File: config.mk
export PLATFORM = sky130hd
export DESIGN_NAME = scsd_top
export DESIGN_NICKNAME = d
export VERILOG_FILES = /design/src/rtl/scsd_pkg.sv /design/src/rtl/scsd_top.sv /design/src/rtl/scsd_insn_div.sv
export SDC_FILE = /design/constraint.sdc
export NUM_CORES = 1
export LEC_CHECK = 0
export ABC_AREA = 0
export BUFFER_PORTS_ARGS = -buffer_cell sky130_fd_sc_hd__buf_2
export CAP_MARGIN = 20
export CORE_AREA = 3 3 92 94
export DETAILED_ROUTE_END_ITERATION = 8
export DIE_AREA = 0 0 95 97
export PLACE_DENSITY = 0.8
export SETUP_SLACK_MARGIN = 0.02
export SLEW_MARGIN = 5
export SYNTH_ARGS = -nofsm -noshare
export SYNTH_HDL_FRONTEND = slang
export SYNTH_HIERARCHICAL = 1
export SYNTH_SLANG_ARGS = --single-unit
File: constraint.sdc
create_clock -name pclk -period 3.9 [get_ports pclk]
set_clock_uncertainty 0.05 [all_clocks]
set_input_delay 0.585 -clock pclk [delete_from_list [all_inputs] [get_ports pclk]]
set_output_delay 0.585 -clock pclk [all_outputs]
set_load 0.1 [all_outputs]
File: src/rtl/scsd_pkg.sv
/*
 * Shared constants for the system clock select and divide block:
 * register map, field positions, reset values and divider settings.
 * Assumes a 32-bit APB slave with word-aligned registers.
 */
package scsd_pkg;

    // register byte offsets
    localparam logic [11:0] ADDR_MODE = 12'h000;
    localparam logic [11:0] ADDR_STATUS = 12'h004;
    localparam logic [11:0] ADDR_CYCLES = 12'h008;

    // clock_mode_select fields
    localparam int MODE_W = 4;
    localparam int SRC_BIT = 0;
    localparam int OSC_DIS_BIT = 1;
    localparam int DIV_LO_BIT = 2;
    localparam int DIV_HI_BIT = 3;

    // ring oscillator divided by 8, main oscillator stopped
    localparam logic [3:0] MODE_RESET = 4'hf;

    // source encodings
    localparam logic SRC_MAIN = 1'b0;
    localparam logic SRC_RING = 1'b1;

    // divide codes: through, /2, /4, /8
    localparam logic [1:0] DIV_1 = 2'h0;
    localparam logic [1:0] DIV_8 = 2'h3;
    localparam logic [2:0] POS_MASK_1 = 3'h0;
    localparam logic [2:0] POS_MASK_2 = 3'h1;
    localparam logic [2:0] POS_MASK_4 = 3'h3;
    localparam logic [2:0] POS_MASK_8 = 3'h7;

    // instruction clock ratio
    localparam int INSN_DIV = 3;

    // status fields
    localparam int ST_DIV_LO = 0;
    localparam int ST_SRC = 2;
    localparam int ST_SWITCH = 3;
    localparam int ST_OSC_EN = 4;

endpackage : scsd_pkg

File: src/rtl/scsd_top.sv
/*
 * System clock select and divide block with APB register access.
 * Picks the main or ring oscillator, divides by 1, 2, 4 or 8 and
 * derives the instruction clock by three.
 * Assumes both oscillator inputs are slower than pclk / 4 and come
 * from outside the pclk domain.
 */
// How it works
// RL1: bit 0 picks main or ring source
// RL2: bits 3:2 pick divide 1, 2, 4, 8
// RL3: ring source ignores bit 1, same ratios
// RL4: main modes only when bits 1:0 zero
// RL5: instruction clock is system clock over three
// RL6: one instruction clock period per machine cycle
// RL7: reset selects ring oscillator divided by eight
// RL8: software starts ring oscillator before selecting; the block has no ring enable and uses it from reset
// RL9: main input any oscillator type, ring internal
// RL10: clearing bit 1 starts main oscillator
// RL11: software enables main before switching to it
// RL12: mode changes only at period boundaries, glitch free; stopping applied main ends the period at once and can cut a high pulse short
// RL13: instruction divider restarts at known phase
`timescale 1ns/100ps
module scsd_top #(
    parameter int CYCLE_W = 32
) (
    // apb clock and reset
    input wire logic pclk,
    input wire logic presetn,
    // apb slave
    input wire logic psel,
    input wire logic penable,
    input wire logic pwrite,
    input wire logic [11:0] paddr,
    input wire logic [31:0] pwdata,
    output logic [31:0] prdata,
    output logic pready,
    output logic pslverr,
    // oscillator inputs
    input wire logic main_osc_pin,
    input wire logic ring_osc_clock,
    // clock outputs
    output logic main_osc_enable,
    output logic system_clock,
    output logic instruction_clock,
    output logic machine_cycle_pulse
);

    logic [scsd_pkg::MODE_W-1:0] clock_mode_select_reg;
    logic [2:0] main_sync_reg;
    logic [2:0] ring_sync_reg;
    logic applied_src_reg;
    logic [1:0] applied_div_reg;
    logic switching_reg;
    logic [2:0] pos_reg;
    logic [CYCLE_W-1:0] cycle_count;
    logic main_run;
    logic main_rise;
    logic ring_rise;
    logic src_level;
    logic src_rise;
    logic [2:0] pos_mask;
    logic boundary;
    logic main_stopped;
    logic src_change;
    logic sys_next;
    logic sys_rise;
    logic access;
    logic wr_take;
    logic addr_ok;

    // main oscillator runs only while its disable bit is clear
    assign main_run = !clock_mode_select_reg[scsd_pkg::OSC_DIS_BIT]; // see RL10

    always_ff @(posedge pclk or negedge presetn)
    begin
        if (!presetn)
            main_osc_enable <= 1'b0;
        else
            main_osc_enable <= main_run; // see RL10
    end

    // two-stage synchronisers plus one stage for edge detection
    always_ff @(posedge pclk or negedge presetn)
    begin
        if (!presetn)
        begin
            main_sync_reg <= 3'h0;
            ring_sync_reg <= 3'h0;
        end
        else
        begin
            main_sync_reg <= {main_sync_reg[1:0], main_osc_pin}; // see RL9
            ring_sync_reg <= {ring_sync_reg[1:0], ring_osc_clock}; // see RL9
        end
    end

    assign main_rise = main_sync_reg[1] && !main_sync_reg[2] && main_run;
    assign ring_rise = ring_sync_reg[1] && !ring_sync_reg[2];

    // applied source; main only counts while its oscillator is enabled
    assign src_level = (applied_src_reg == scsd_pkg::SRC_RING) ? ring_sync_reg[1]
                     : (main_sync_reg[1] && main_run); // see RL1
    assign src_rise = (applied_src_reg == scsd_pkg::SRC_RING) ? ring_rise : main_rise;

    // mask of the position counter for the applied ratio
    always_comb
    begin
        case (applied_div_reg)
            2'h0: pos_mask = scsd_pkg::POS_MASK_1;
            2'h1: pos_mask = scsd_pkg::POS_MASK_2;
            2'h2: pos_mask = scsd_pkg::POS_MASK_4;
            default: pos_mask = scsd_pkg::POS_MASK_8;
        endcase
    end

    // a period ends on the rise that wraps the position; a stopped main
    // oscillator is left at once since it has no edges to wait for
    assign main_stopped = (applied_src_reg == scsd_pkg::SRC_MAIN) && !main_run; // see RL4
    assign src_change = clock_mode_select_reg[scsd_pkg::SRC_BIT] != applied_src_reg;
    assign boundary = (src_rise && ((pos_reg & pos_mask) == pos_mask))
                   || main_stopped; // see RL12

    // settings move to the divider only at a period boundary
    always_ff @(posedge pclk or negedge presetn)
    begin
        if (!presetn)
        begin
            applied_src_reg <= scsd_pkg::SRC_RING; // see RL7
            applied_div_reg <= scsd_pkg::DIV_8; // see RL7
            switching_reg <= 1'b0;
        end
        else if (boundary)
        begin
            // bit 1 is a don't-care for the ring source
            applied_src_reg <= clock_mode_select_reg[scsd_pkg::SRC_BIT]; // see RL1, RL3, RL4
            applied_div_reg <= clock_mode_select_reg[scsd_pkg::DIV_HI_BIT:
                                                     scsd_pkg::DIV_LO_BIT]; // see RL2, RL3
            // changing source waits for the new source's first rise, which is
            // itself a boundary and clears the flag
            switching_reg <= src_change || main_stopped; // see RL12
        end
    end

    // position of the source within the current output period
    always_ff @(posedge pclk or negedge presetn)
    begin
        if (!presetn)
            pos_reg <= 3'h7; // first rise after reset opens a period
        else if (boundary)
            pos_reg <= (src_change || main_stopped) ? 3'h7 : 3'h0; // see RL12
        else if (src_rise)
            pos_reg <= (pos_reg + 3'h1) & pos_mask; // see RL2
    end

    // output is high for the first half of each divided period
    always_comb
    begin
        if (boundary)
            sys_next = !(src_change || main_stopped); // see RL12
        else if (switching_reg)
            sys_next = 1'b0; // see RL12
        else if (applied_div_reg == scsd_pkg::DIV_1)
            sys_next = src_level; // see RL2
        else if (src_rise)
            sys_next = ((pos_reg + 3'h1) & pos_mask) <= (pos_mask >> 1);
        else
            sys_next = system_clock;
    end

    always_ff @(posedge pclk or negedge presetn)
    begin
        if (!presetn)
            system_clock <= 1'b0;
        else
            system_clock <= sys_next;
    end

    assign sys_rise = sys_next && !system_clock;

    // instruction clock and machine cycle counting
    scsd_insn_div #(
        .CYCLE_W(CYCLE_W)
    ) u_insn_div (
        .pclk(pclk),
        .presetn(presetn),
        .sys_rise(sys_rise),
        .instruction_clock(instruction_clock),
        .machine_cycle_pulse(machine_cycle_pulse),
        .machine_cycle_count(cycle_count)
    );

    // apb: one wait state, answer registered
    assign access = psel && penable && !pready;
    assign wr_take = psel && penable && pready && pwrite;
    assign addr_ok = (paddr == scsd_pkg::ADDR_MODE) || (paddr == scsd_pkg::ADDR_STATUS)
                  || (paddr == scsd_pkg::ADDR_CYCLES);

    always_ff @(posedge pclk or negedge presetn)
    begin
        if (!presetn)
        begin
            pready <= 1'b0;
            pslverr <= 1'b0;
        end
        else
        begin
            pready <= access;
            pslverr <= access && (!addr_ok || (pwrite && paddr != scsd_pkg::ADDR_MODE));
        end
    end

    // mode register write
    always_ff @(posedge pclk or negedge presetn)
    begin
        if (!presetn)
            clock_mode_select_reg <= scsd_pkg::MODE_RESET; // see RL7
        else if (wr_take && paddr == scsd_pkg::ADDR_MODE && !pslverr)
            clock_mode_select_reg <= pwdata[scsd_pkg::MODE_W-1:0];
    end

    // read data
    always_ff @(posedge pclk or negedge presetn)
    begin
        if (!presetn)
            prdata <= 32'h0;
        else if (access && !pwrite)
        begin
            if (paddr == scsd_pkg::ADDR_MODE)
                prdata <= {28'h0, clock_mode_select_reg};
            else if (paddr == scsd_pkg::ADDR_STATUS)
                prdata <= {27'h0, main_run, switching_reg, applied_src_reg, applied_div_reg};
            else if (paddr == scsd_pkg::ADDR_CYCLES)
                prdata <= 32'(cycle_count);
            else
                prdata <= 32'h0;
        end
        else if (!access)
            prdata <= 32'h0;
    end

endmodule : scsd_top

File: src/rtl/scsd_insn_div.sv
/*
 * Divide-by-three instruction clock generator. Counts system clock
 * rising edges and marks each machine cycle.
 * Assumes sys_rise is a one-pclk pulse on each system clock rising edge.
 */
`timescale 1ns/100ps
module scsd_insn_div #(
    parameter int CYCLE_W = 32
) (
    // clock and reset
    input wire logic pclk,
    input wire logic presetn,
    // system clock edge
    input wire logic sys_rise,
    // instruction clock and machine cycles
    output logic instruction_clock,
    output logic machine_cycle_pulse,
    output logic [CYCLE_W-1:0] machine_cycle_count
);

    localparam logic [1:0] PHASE_LAST = 2'(scsd_pkg::INSN_DIV - 1);

    logic [1:0] phase_reg;

    // phase of the system clock within a machine cycle, known after reset
    always_ff @(posedge pclk or negedge presetn)
    begin
        if (!presetn)
            phase_reg <= 2'h0; // see RL13
        else if (sys_rise)
            phase_reg <= (phase_reg == PHASE_LAST) ? 2'h0 : phase_reg + 2'h1; // see RL5
    end

    // instruction clock high for the first system clock of each cycle
    always_ff @(posedge pclk or negedge presetn)
    begin
        if (!presetn)
            instruction_clock <= 1'b0;
        else if (sys_rise)
            instruction_clock <= (phase_reg == PHASE_LAST); // see RL5
    end

    // one machine cycle per instruction clock period
    always_ff @(posedge pclk or negedge presetn)
    begin
        if (!presetn)
        begin
            machine_cycle_pulse <= 1'b0;
            machine_cycle_count <= '0;
        end
        else
        begin
            machine_cycle_pulse <= sys_rise && (phase_reg == PHASE_LAST); // see RL6
            if (sys_rise && (phase_reg == PHASE_LAST))
                machine_cycle_count <= machine_cycle_count + CYCLE_W'(1); // see RL6
        end
    end

endmodule : scsd_insn_div

Word-level counts from Yosys, hierarchy flattened --
Cells that the tools add are included.
Cells by class: $lt $le $gt $ge 1, multipliers 0, reductions and logical operators 35, bitwise operators 3, equality and inequality tests 8, div/mod/pow operators 0, mux-type cells 16, shifts and indexed selects 0, add/sub/neg operators 3
Operators by type and width (number):
- two-way mux 32 bit | 5
- adder 32 x 1 -> 32 bit, second input constant | 1
- logical AND 1 bit | 17
- equality test 12 x 3 -> 1 bit, second input constant | 1
- equality test 12 x 4 -> 1 bit, second input constant | 1
- logical NOT 12 bit | 1
- nonzero test 12 bit | 1
- logical NOT 1 bit | 9
- two-way mux 3 bit | 3
- case mux 3 bit (3 select lines) | 1
- AND 3 bit | 2
- two-way mux 1 bit | 6
- logical OR 1 bit | 5
- equality test 2 bit, second input constant | 2
- adder 3 x 1 -> 3 bit, second input constant | 1
- equality test 3 bit | 1
- less-or-equal comparator 3 x 2 -> 1 bit | 1
- adder 2 x 1 -> 2 bit, second input constant | 1
- equality test 2 x 1 -> 1 bit, second input constant | 1
- logical NOT 2 bit | 1
- two-way mux 2 bit | 1
- inequality test 2 x 1 -> 1 bit, second input constant | 1
- nonzero test 2 bit | 1
- inequality test 1 bit | 1
- inverter 1 bit | 1
Storage, ports and cells: memories kept 0, word-level logic and storage cells 82, register bits 89, bits in read-only memories 0, RAM bits 0, latch bits 0, input port bits 51

Logic depth before layout (Yosys ltp) --
Gate-level depths: netlist (run 1).
depth after elaboration 10, mapped depth 12, gate-level depth less buffers 11

Hierarchy --
Netlist (run 1), hierarchy kept.
By module, submodules not included:
- scsd_top | instances 1, cells each 188, seq. area each 1338.8 µm², area an instance 2293.4 µm²
- scsd_insn_div | instances 1, cells each 148, seq. area each 900.9 µm², area an instance 1654.1 µm²

Worst setup path before layout (run 1) --
Ideal clock, no wire load.
path kind reg-to-reg, start point reg applied_div_reg[1], end point reg u_insn_div.machine_cycle_count[26], library setup time 0.079 ns, slack 0.363 ns, cell stages (with the launch flop) 13, arrival time 3.408 ns, clock period less this slack 3.537 ns, cell sequence dfstp_2 -> nor2_1 -> or2_2 -> ha_1 -> o21bai_1 -> a211oi_1 -> o21ai_0 -> a211oi_1 -> nand4b_1 -> or4_1 -> buf_4 -> nor3_2 -> xor2_1
On the way: cells in the longest elaborated chain, start to end 10, elaborated cells between the ends (all ways) 16, those cells by class 1 x order compare; 3 x eq/ne; 5 x mux; 2 x bitwise; 5 x reduce/logical
Ends and longest elaborated chain:
- start, declared | line scsd_top.sv:52 | logic [1:0] applied_div_reg;
- start signal, assigned | line scsd_top.sv:129 | applied_div_reg <= scsd_pkg::DIV_8;
- start signal, assigned | line scsd_top.sv:136 | applied_div_reg <= clock_mode_select_reg[scsd_pkg::DIV_HI_BIT:
- equality test 2 bit, or another cell as far along | line scsd_top.sv:108 | case (applied_div_reg)
- case mux 3 bit (3 select lines) | line scsd_top.sv:108
- AND 3 bit | line scsd_top.sv:165 | sys_next = ((pos_reg + 3'h1) & pos_mask) <= (pos_mask >> 1);
- less-or-equal comparator 3 x 2 -> 1 bit | line scsd_top.sv:165
- two-way mux 1 bit | line scsd_top.sv:164 | else if (src_rise)
- two-way mux 1 bit | line scsd_top.sv:162 | else if (applied_div_reg == scsd_pkg::DIV_1)
- two-way mux 1 bit | line scsd_top.sv:160 | else if (switching_reg)
- two-way mux 1 bit * | line scsd_top.sv:158 | if (boundary)
- logical AND 1 bit * | line scsd_top.sv:178 | assign sys_rise = sys_next && !system_clock;
- net sys_rise | line scsd_top.sv:66 | logic sys_rise;
- logical AND 1 bit * | line scsd_insn_div.sv:54 | if (sys_rise && (phase_reg == PHASE_LAST))
- end signal, assigned | line scsd_insn_div.sv:55 | machine_cycle_count <= machine_cycle_count + CYCLE_W'(1);
- end, declared | line scsd_insn_div.sv:18 | output logic [CYCLE_W-1:0] machine_cycle_count
The timed path passes the listed nets; every way through them passes the cells marked *. A chain may end at the register's enable or synchronous reset.

Final worst setup path (run 1) --
start point reg applied_div_reg[1], end point reg u_insn_div.machine_cycle_count[31]
The elaborated chain is that of the path after synthesis.

==> reports/qor.csv, run 1 <==
metric,value,unit
run_status,"finished, final reports clean",
slew_headroom,32.20,%
cts_htree_levels,3,
cts_tree,done,
grt_pass1_wl,13.74,mm
layout-drive-gt1-share,28.04,%
vias,2818,
cts.path.max_buffers,2,
synth_cell_types,52,
cts.reportedPaths.clkPinSlew,90,ps
grt_pass1_vias,2778,
synth-seq-area-share,56.74,%
r2r_slack,310,ps
area_growth_syn_to_layout,15.25,%
use_met2,30.42,%
io_pins,89,
endpoint_kind,register,
powerDensity,402.2,nW/µm²
viasPerCell,5.580,
drt-total-wl,8.128,mm
top_usage_layer,met2,
gp_congestion,0.8877,
clock_sinks,89,
worst-setup-path-type,reg -> reg,
reg2reg_from,applied_div_reg[1],
worstSkewPairLatency,370,ps
die_h,97,µm
start_util,51.08,%
vdd_drop_max,0.2205,mV
ys.flop_type,dfrtp_1,
synth_top_family_by_area,simple AND/OR/NAND/NOR gates,
avgSynthCellArea,11.75,µm²
grt_usage,19.27,%
r2r_end,u_insn_div/machine_cycle_count[31],
yosysWarnings,6,
hpwl,5.636,mm
nNetsFinal,452,
cts_hold_buf,0,
min_period_over_period,92.13,%
async_flop_share,100.0,%
crit_path_max_fanout,7,
synth_compound_area_share,11.28,%
cp-start-kind,register,
layout_commonest_cell,dfrtp_1,
core-area,7727,µm²
wl_per_cell,16.10,µm
rsz0062_at_grt,no,
synthSimpleGateAreaFrac,17.59,%
n_antenna_cell,0,
grt_max_degree,90,
min_period,3593,ps
synth_xor_area_share,7.322,%
syn_inst,336,
cp_slowest_cell,or4_4,
required,4140,ps
grtUsageMet3,4.977,%
hold_viol,0,
die-area,9215,µm²
cts-root-buf,clkbuf_8,
fin_setup_tns,0,ps
synth.area.mux_share,2.345,%
drt_pre_antenna_iters,4,
fmax,278.3,MHz
cp_common_cell,a211oi_2,
place_inst,488,
drtAntennaViolNets,0,
drcViolationCount,0,
rows,32,
cts_buffers,9,
syn_nets,390,
slew_viol_final,0,
finalInstanceArea,4549,µm²
grtUsageMet1,25.12,%
cp.arrival,3840,ps
first_iter_violations,142,
min_path_type,in -> async,
leakagePower,2.238,nW
yosys.area_share.adder,1.204,%
gr-total-overflow,0,
tightestPinTransition,1017,ps
layout_common_cells,"dfrtp_1 (79), buf_2 (59), nand2_1 (33), a22o_1 (28), xnor2_1 (20)",
rr_worst_depth,11,
die_w,95,µm
cts_setup_buffers,0,
slowest_delay,630,ps
dpl_cell_area,4307,µm²
antenna_found_initial,0,
synth_edf_count,0,
syn_area,3948,µm²
io_buffers,60,
cp_cell_sequence,nor2_1 -> or2_2 -> ha_1 -> o21bai_1 -> a211oi_2 -> o21ai_0 -> a211oi_2 -> nand4b_1 -> or4_4 -> nor4_2 -> xor2_1,
cap_viol_max_count,0,
final_cells,505,
setup_viol,0,
synth-seq-cells,89,
kinds of logic (layout without fill, tap and decap cells):
kind of cell | after synthesis | in the layout
simple gates | 120 | 120
fa+ha+maj | 4 | 4
buf+inv | 24 | 91
compound gates | 59 | 59
mux | 7 | 7
xor+xnor | 33 | 33
flops | 89 | 89
area by class of cell:
type	count	area (µm²)
Tap cell	102	127.6
Sequential cell	89	2240
Multi-Input combinational cell	223	1583
Clock buffer	9	123.9
Timing Repair Buffer	65	360.3
Inverter	10	37.54
Fill cell	646	3178
Clock inverter	7	77.57
routing by layer:
layer	vias up	share of wire (%)	routed length, µm
met4	0	2.7	219
li1	1328	-	-
met2	85	49	3950
met3	17	4.6	372
met5	-	0	0
met1	1388	44	3585
cell usage after synthesis (10+ instances only):
cell type,n,area share [%]
dfrtp_1,79,50
inv_1,10,0.95
a22o_1,28,6.2
nand2_1,33,3.1
nor2_1,13,1.2
nand4_1,11,1.7
xnor2_1,20,4.4
a21oi_1,11,1.4
dfstp_2,10,6.7
nand3_1,11,1.4
xor2_1,13,2.9
through the flow:
stage | total power [mW] | hold slack [ps] | util [%] | setup WS [ps]
after floorplan | 1.130 | 239.4 | - | 363.2
after global placement | 1.182 | 284.1 | 55.73 | 175.1
after detailed placement | 1.192 | 292.7 | 55.73 | 44.68
after CTS | 1.842 | 250.7 | 58.39 | 121.8
after global routing | 1.913 | 25.87 | 58.87 | 95.09
final | 1.830 | 33.42 | 58.87 | 307.0
repair_timing:
item	4_1_cts	5_1_grt
pin swaps	0	2
gates resized for setup	1	2
setup endpoints to repair	2	10
power breakdown:
group	total (mW)	switching, mW	internal, mW
Clock	0.653	0.349	0.304
Sequential	0.995	0.0355	0.960
Combinational	0.182	0.121	0.0606
how the worst max path moves through the flow:
stage,cells after the start,to,from,slack [ps]
final,11,u_insn_div/machine_cycle_count[31],applied_div_reg[1],310
after global routing,11,u_insn_div/machine_cycle_count[31],applied_div_reg[1],100
after CTS,11,u_insn_div/machine_cycle_count[31],applied_div_reg[1],120
after detailed placement,11,u_insn_div/machine_cycle_count[26],applied_div_reg[1],40
after global placement,11,u_insn_div/machine_cycle_count[16],applied_div_reg[1],180
after floorplan,12,u_insn_div/machine_cycle_count[26],applied_div_reg[1],360
critical path, delay by kind of cell, from the launching register on:
family / cells / cell delay, ps
xor gates and xnor gates: 1 / 190
AOI/OAI and AO/OA: 4 / 800
adders and majority gates: 1 / 300
DFF: 1 / 590
and+or+nand+nor: 5 / 1580
Power figures use the tool's default switching activity.
==> inputs of run 2 (changes only) <==
--- a/config.mk
+++ b/config.mk
@@ -8,10 +8,10 @@
 export ABC_AREA = 0
 export BUFFER_PORTS_ARGS = -buffer_cell sky130_fd_sc_hd__buf_2
 export CAP_MARGIN = 20
-export CORE_AREA = 3 3 92 94
+export CORE_AREA = 3 3 90 92
 export DETAILED_ROUTE_END_ITERATION = 8
-export DIE_AREA = 0 0 95 97
-export PLACE_DENSITY = 0.8
+export DIE_AREA = 0 0 93 95
+export PLACE_DENSITY = 0.83
 export SETUP_SLACK_MARGIN = 0.02
 export SLEW_MARGIN = 5
 export SYNTH_ARGS = -nofsm -noshare
==> reports/qor.csv, run 2 (synthesized netlist as in run 1, its figures left out) <==
metric,value,unit,change
n_antenna_cell,0,,unchanged
dpl_cell_area,4310,µm²,about the same
die_w,93,µm,-2.1%
cts.path.max_buffers,2,,unchanged
power.total,1.756,mW,-4.0%
slew_viol_final,0,,unchanged
cp.arrival,3860,ps,+20 ps
cts_tree,done,,
wl_per_cell,15.66,µm,-2.7%
internal_power,1.257,mW,-5.1%
grt_pass1_vias,2802,,+0.86%
powerDensity,387.8,nW/µm²,-3.6%
min_period,3609,ps,+16.46 ps
worstSkewPairLatency,370,ps,about the same
grt_usage,19.47,%,+0.20 points
layout_setup_ws,290.5,ps,-16.46 ps
nNetsFinal,453,,+0.22%
vdd_drop_max,0.2378,mV,+7.8%
slew_headroom,67.95,%,+36 points
core-area,7292,µm²,-5.6%
r2r_end,u_insn_div/machine_cycle_count[31],,
fmax,277.0,MHz,-0.46%
pre_cts_ws,81.47,ps,+36.79 ps
start_util,54.14,%,+3.1 points
die_h,95,µm,-2.1%
reg2reg_from,applied_div_reg[1],,
run_status,"finished, final reports clean",,
hpwl,5.413,mm,-3.9%
rsz0062_at_grt,no,,
viasPerCell,5.626,,+0.83%
gr-total-overflow,0,,unchanged
antenna_found_initial,0,,unchanged
endpoint,u_insn_div/machine_cycle_count[31],,
area_growth_syn_to_layout,14.71,%,
crit_path_max_fanout,7,,unchanged
tightestPinTransition,476.7,ps,-540.3 ps
min_path_type,in -> async,,
cts_htree_levels,3,,unchanged
leakagePower,2.228,nW,-0.45%
grt_pass1_wl,13.37,mm,-2.7%
p_sw_share,28.41,%,+0.77 points
min_period_over_period,92.55,%,+0.42 points
drcViolationCount,0,,unchanged
fin_setup_tns,0,ps,unchanged
cts_buffers,9,,unchanged
crit_start,applied_div_reg[1],,
clock_sinks,89,,unchanged
io_buffers,60,,unchanged
vias,2830,,+0.43%
first_iter_violations,171,,+20%
finalInstanceArea,4528,µm²,-0.47%
pwr-share-comb,10.3,%,+0.4 points
layout_commonest_cell,dfrtp_1,,
drt-total-wl,7.875,mm,-3.1%
drtAntennaViolNets,0,,unchanged
cts.reportedPaths.clkPinSlew,100,ps,about the same
endpoint_kind,register,,
layout-drive-gt1-share,28.22,%,+0.18 points
cts-root-buf,clkbuf_8,,
gp_congestion,0.8889,,+0.14%
switching_power,0.4988,mW,-1.4%
rows,31,,-3.1%
io_pins,89,,unchanged
worst-setup-path-type,reg -> reg,,
grt_max_degree,90,,unchanged
required,4150,ps,about the same
fillers,591,,-8.5%
cap_viol_max_count,0,,unchanged
cts_setup_buffers,0,,unchanged
layout_common_cells,"dfrtp_1 (79), buf_2 (59), nand2_1 (33), a22o_1 (28), xnor2_1 (20)",,
sequentialPowerShare,56.6,%,+2.2 points
die-area,8835,µm²,-4.1%
hold_viol,0,,unchanged
cp-start-kind,register,,
rr_worst_depth,11,,unchanged
setup_viol,0,,unchanged
r2r_slack,290,ps,-20 ps
pwr-share-clk,33.1,%,-2.6 points
drt_pre_antenna_iters,4,,unchanged
[run 2: worst min path at each step]
stage	from	end	slack, ps
detailed placement	ring_sync_reg[0]	ring_sync_reg[1]	290
global route	presetn	u_insn_div/machine_cycle_count[16]	80
floorplan	presetn	main_osc_enable	240
CTS	ring_osc_clock	ring_sync_reg[0]	260
finish	presetn	u_insn_div/machine_cycle_count[16]	70
global placement	ring_sync_reg[0]	ring_sync_reg[1]	280
[run 2: what timing repair did]
| item | 4_1_cts | 5_1_grt |
|---|---|---|
| hold buffers | 0 | 0 |
| gates resized for setup | 0 | 3 |
| endpoints found under the setup margin | 0 | 9 |
[run 2: power groups by stage]
stage | Clock [mW] | Sequential [mW] | Combinational (mW)
2_1_floorplan | 0 | 1.05 | 0.0813
3_3_place_gp | 0 | 1.01 | 0.171
3_5_place_dp | 0 | 1.01 | 0.178
4_1_cts | 0.597 | 0.995 | 0.179
5_1_grt | 0.638 | 1.00 | 0.199
6_report | 0.581 | 0.995 | 0.180
[run 2: cell type report]
cell class | count | area [µm²] | share of cell area [%]
Clock buffer | 9 | 123.9 | 2.736
Tap cell | 99 | 123.9 | 2.736
Timing Repair Buffer | 66 | 367.9 | 8.124
Sequential cell | 89 | 2240 | 49.46
Clock inverter | 7 | 52.55 | 1.161
Inverter | 10 | 37.54 | 0.8290
Multi-Input combinational cell | 223 | 1583 | 34.95
[run 2: stage by stage]
step | utilization, % | hold slack (ps) | cells
2_1_floorplan | - | 239.4 | 336
3_3_place_gp | 59.11 | 283.8 | 486
3_5_place_dp | 59.11 | 286.3 | 486
4_1_cts | 61.53 | 258.0 | 502
5_1_grt | 62.10 | 76.70 | 503
6_report | 62.10 | 72.61 | 503
[run 2: layer usage]
| layer | global-route usage, % | part of all wire, % |
|---|---|---|
| met1 | 25.17 | 44 |
| met2 | 31.07 | 49 |
| met3 | 4.861 | 5.2 |
| met4 | 8.913 | 1.9 |
| met5 | 0 | 0 |
[run 2: worst max-delay path: stages (launching register included)]
cell and delay [ps]:
dfstp_2 590, nor2_1 100, or2_2 290, ha_1 300, o21bai_1 90, a211oi_2 270, o21ai_0 140, a211oi_2 320
nand4b_1 210, or4_4 620, nor4_2 380, xor2_1 180
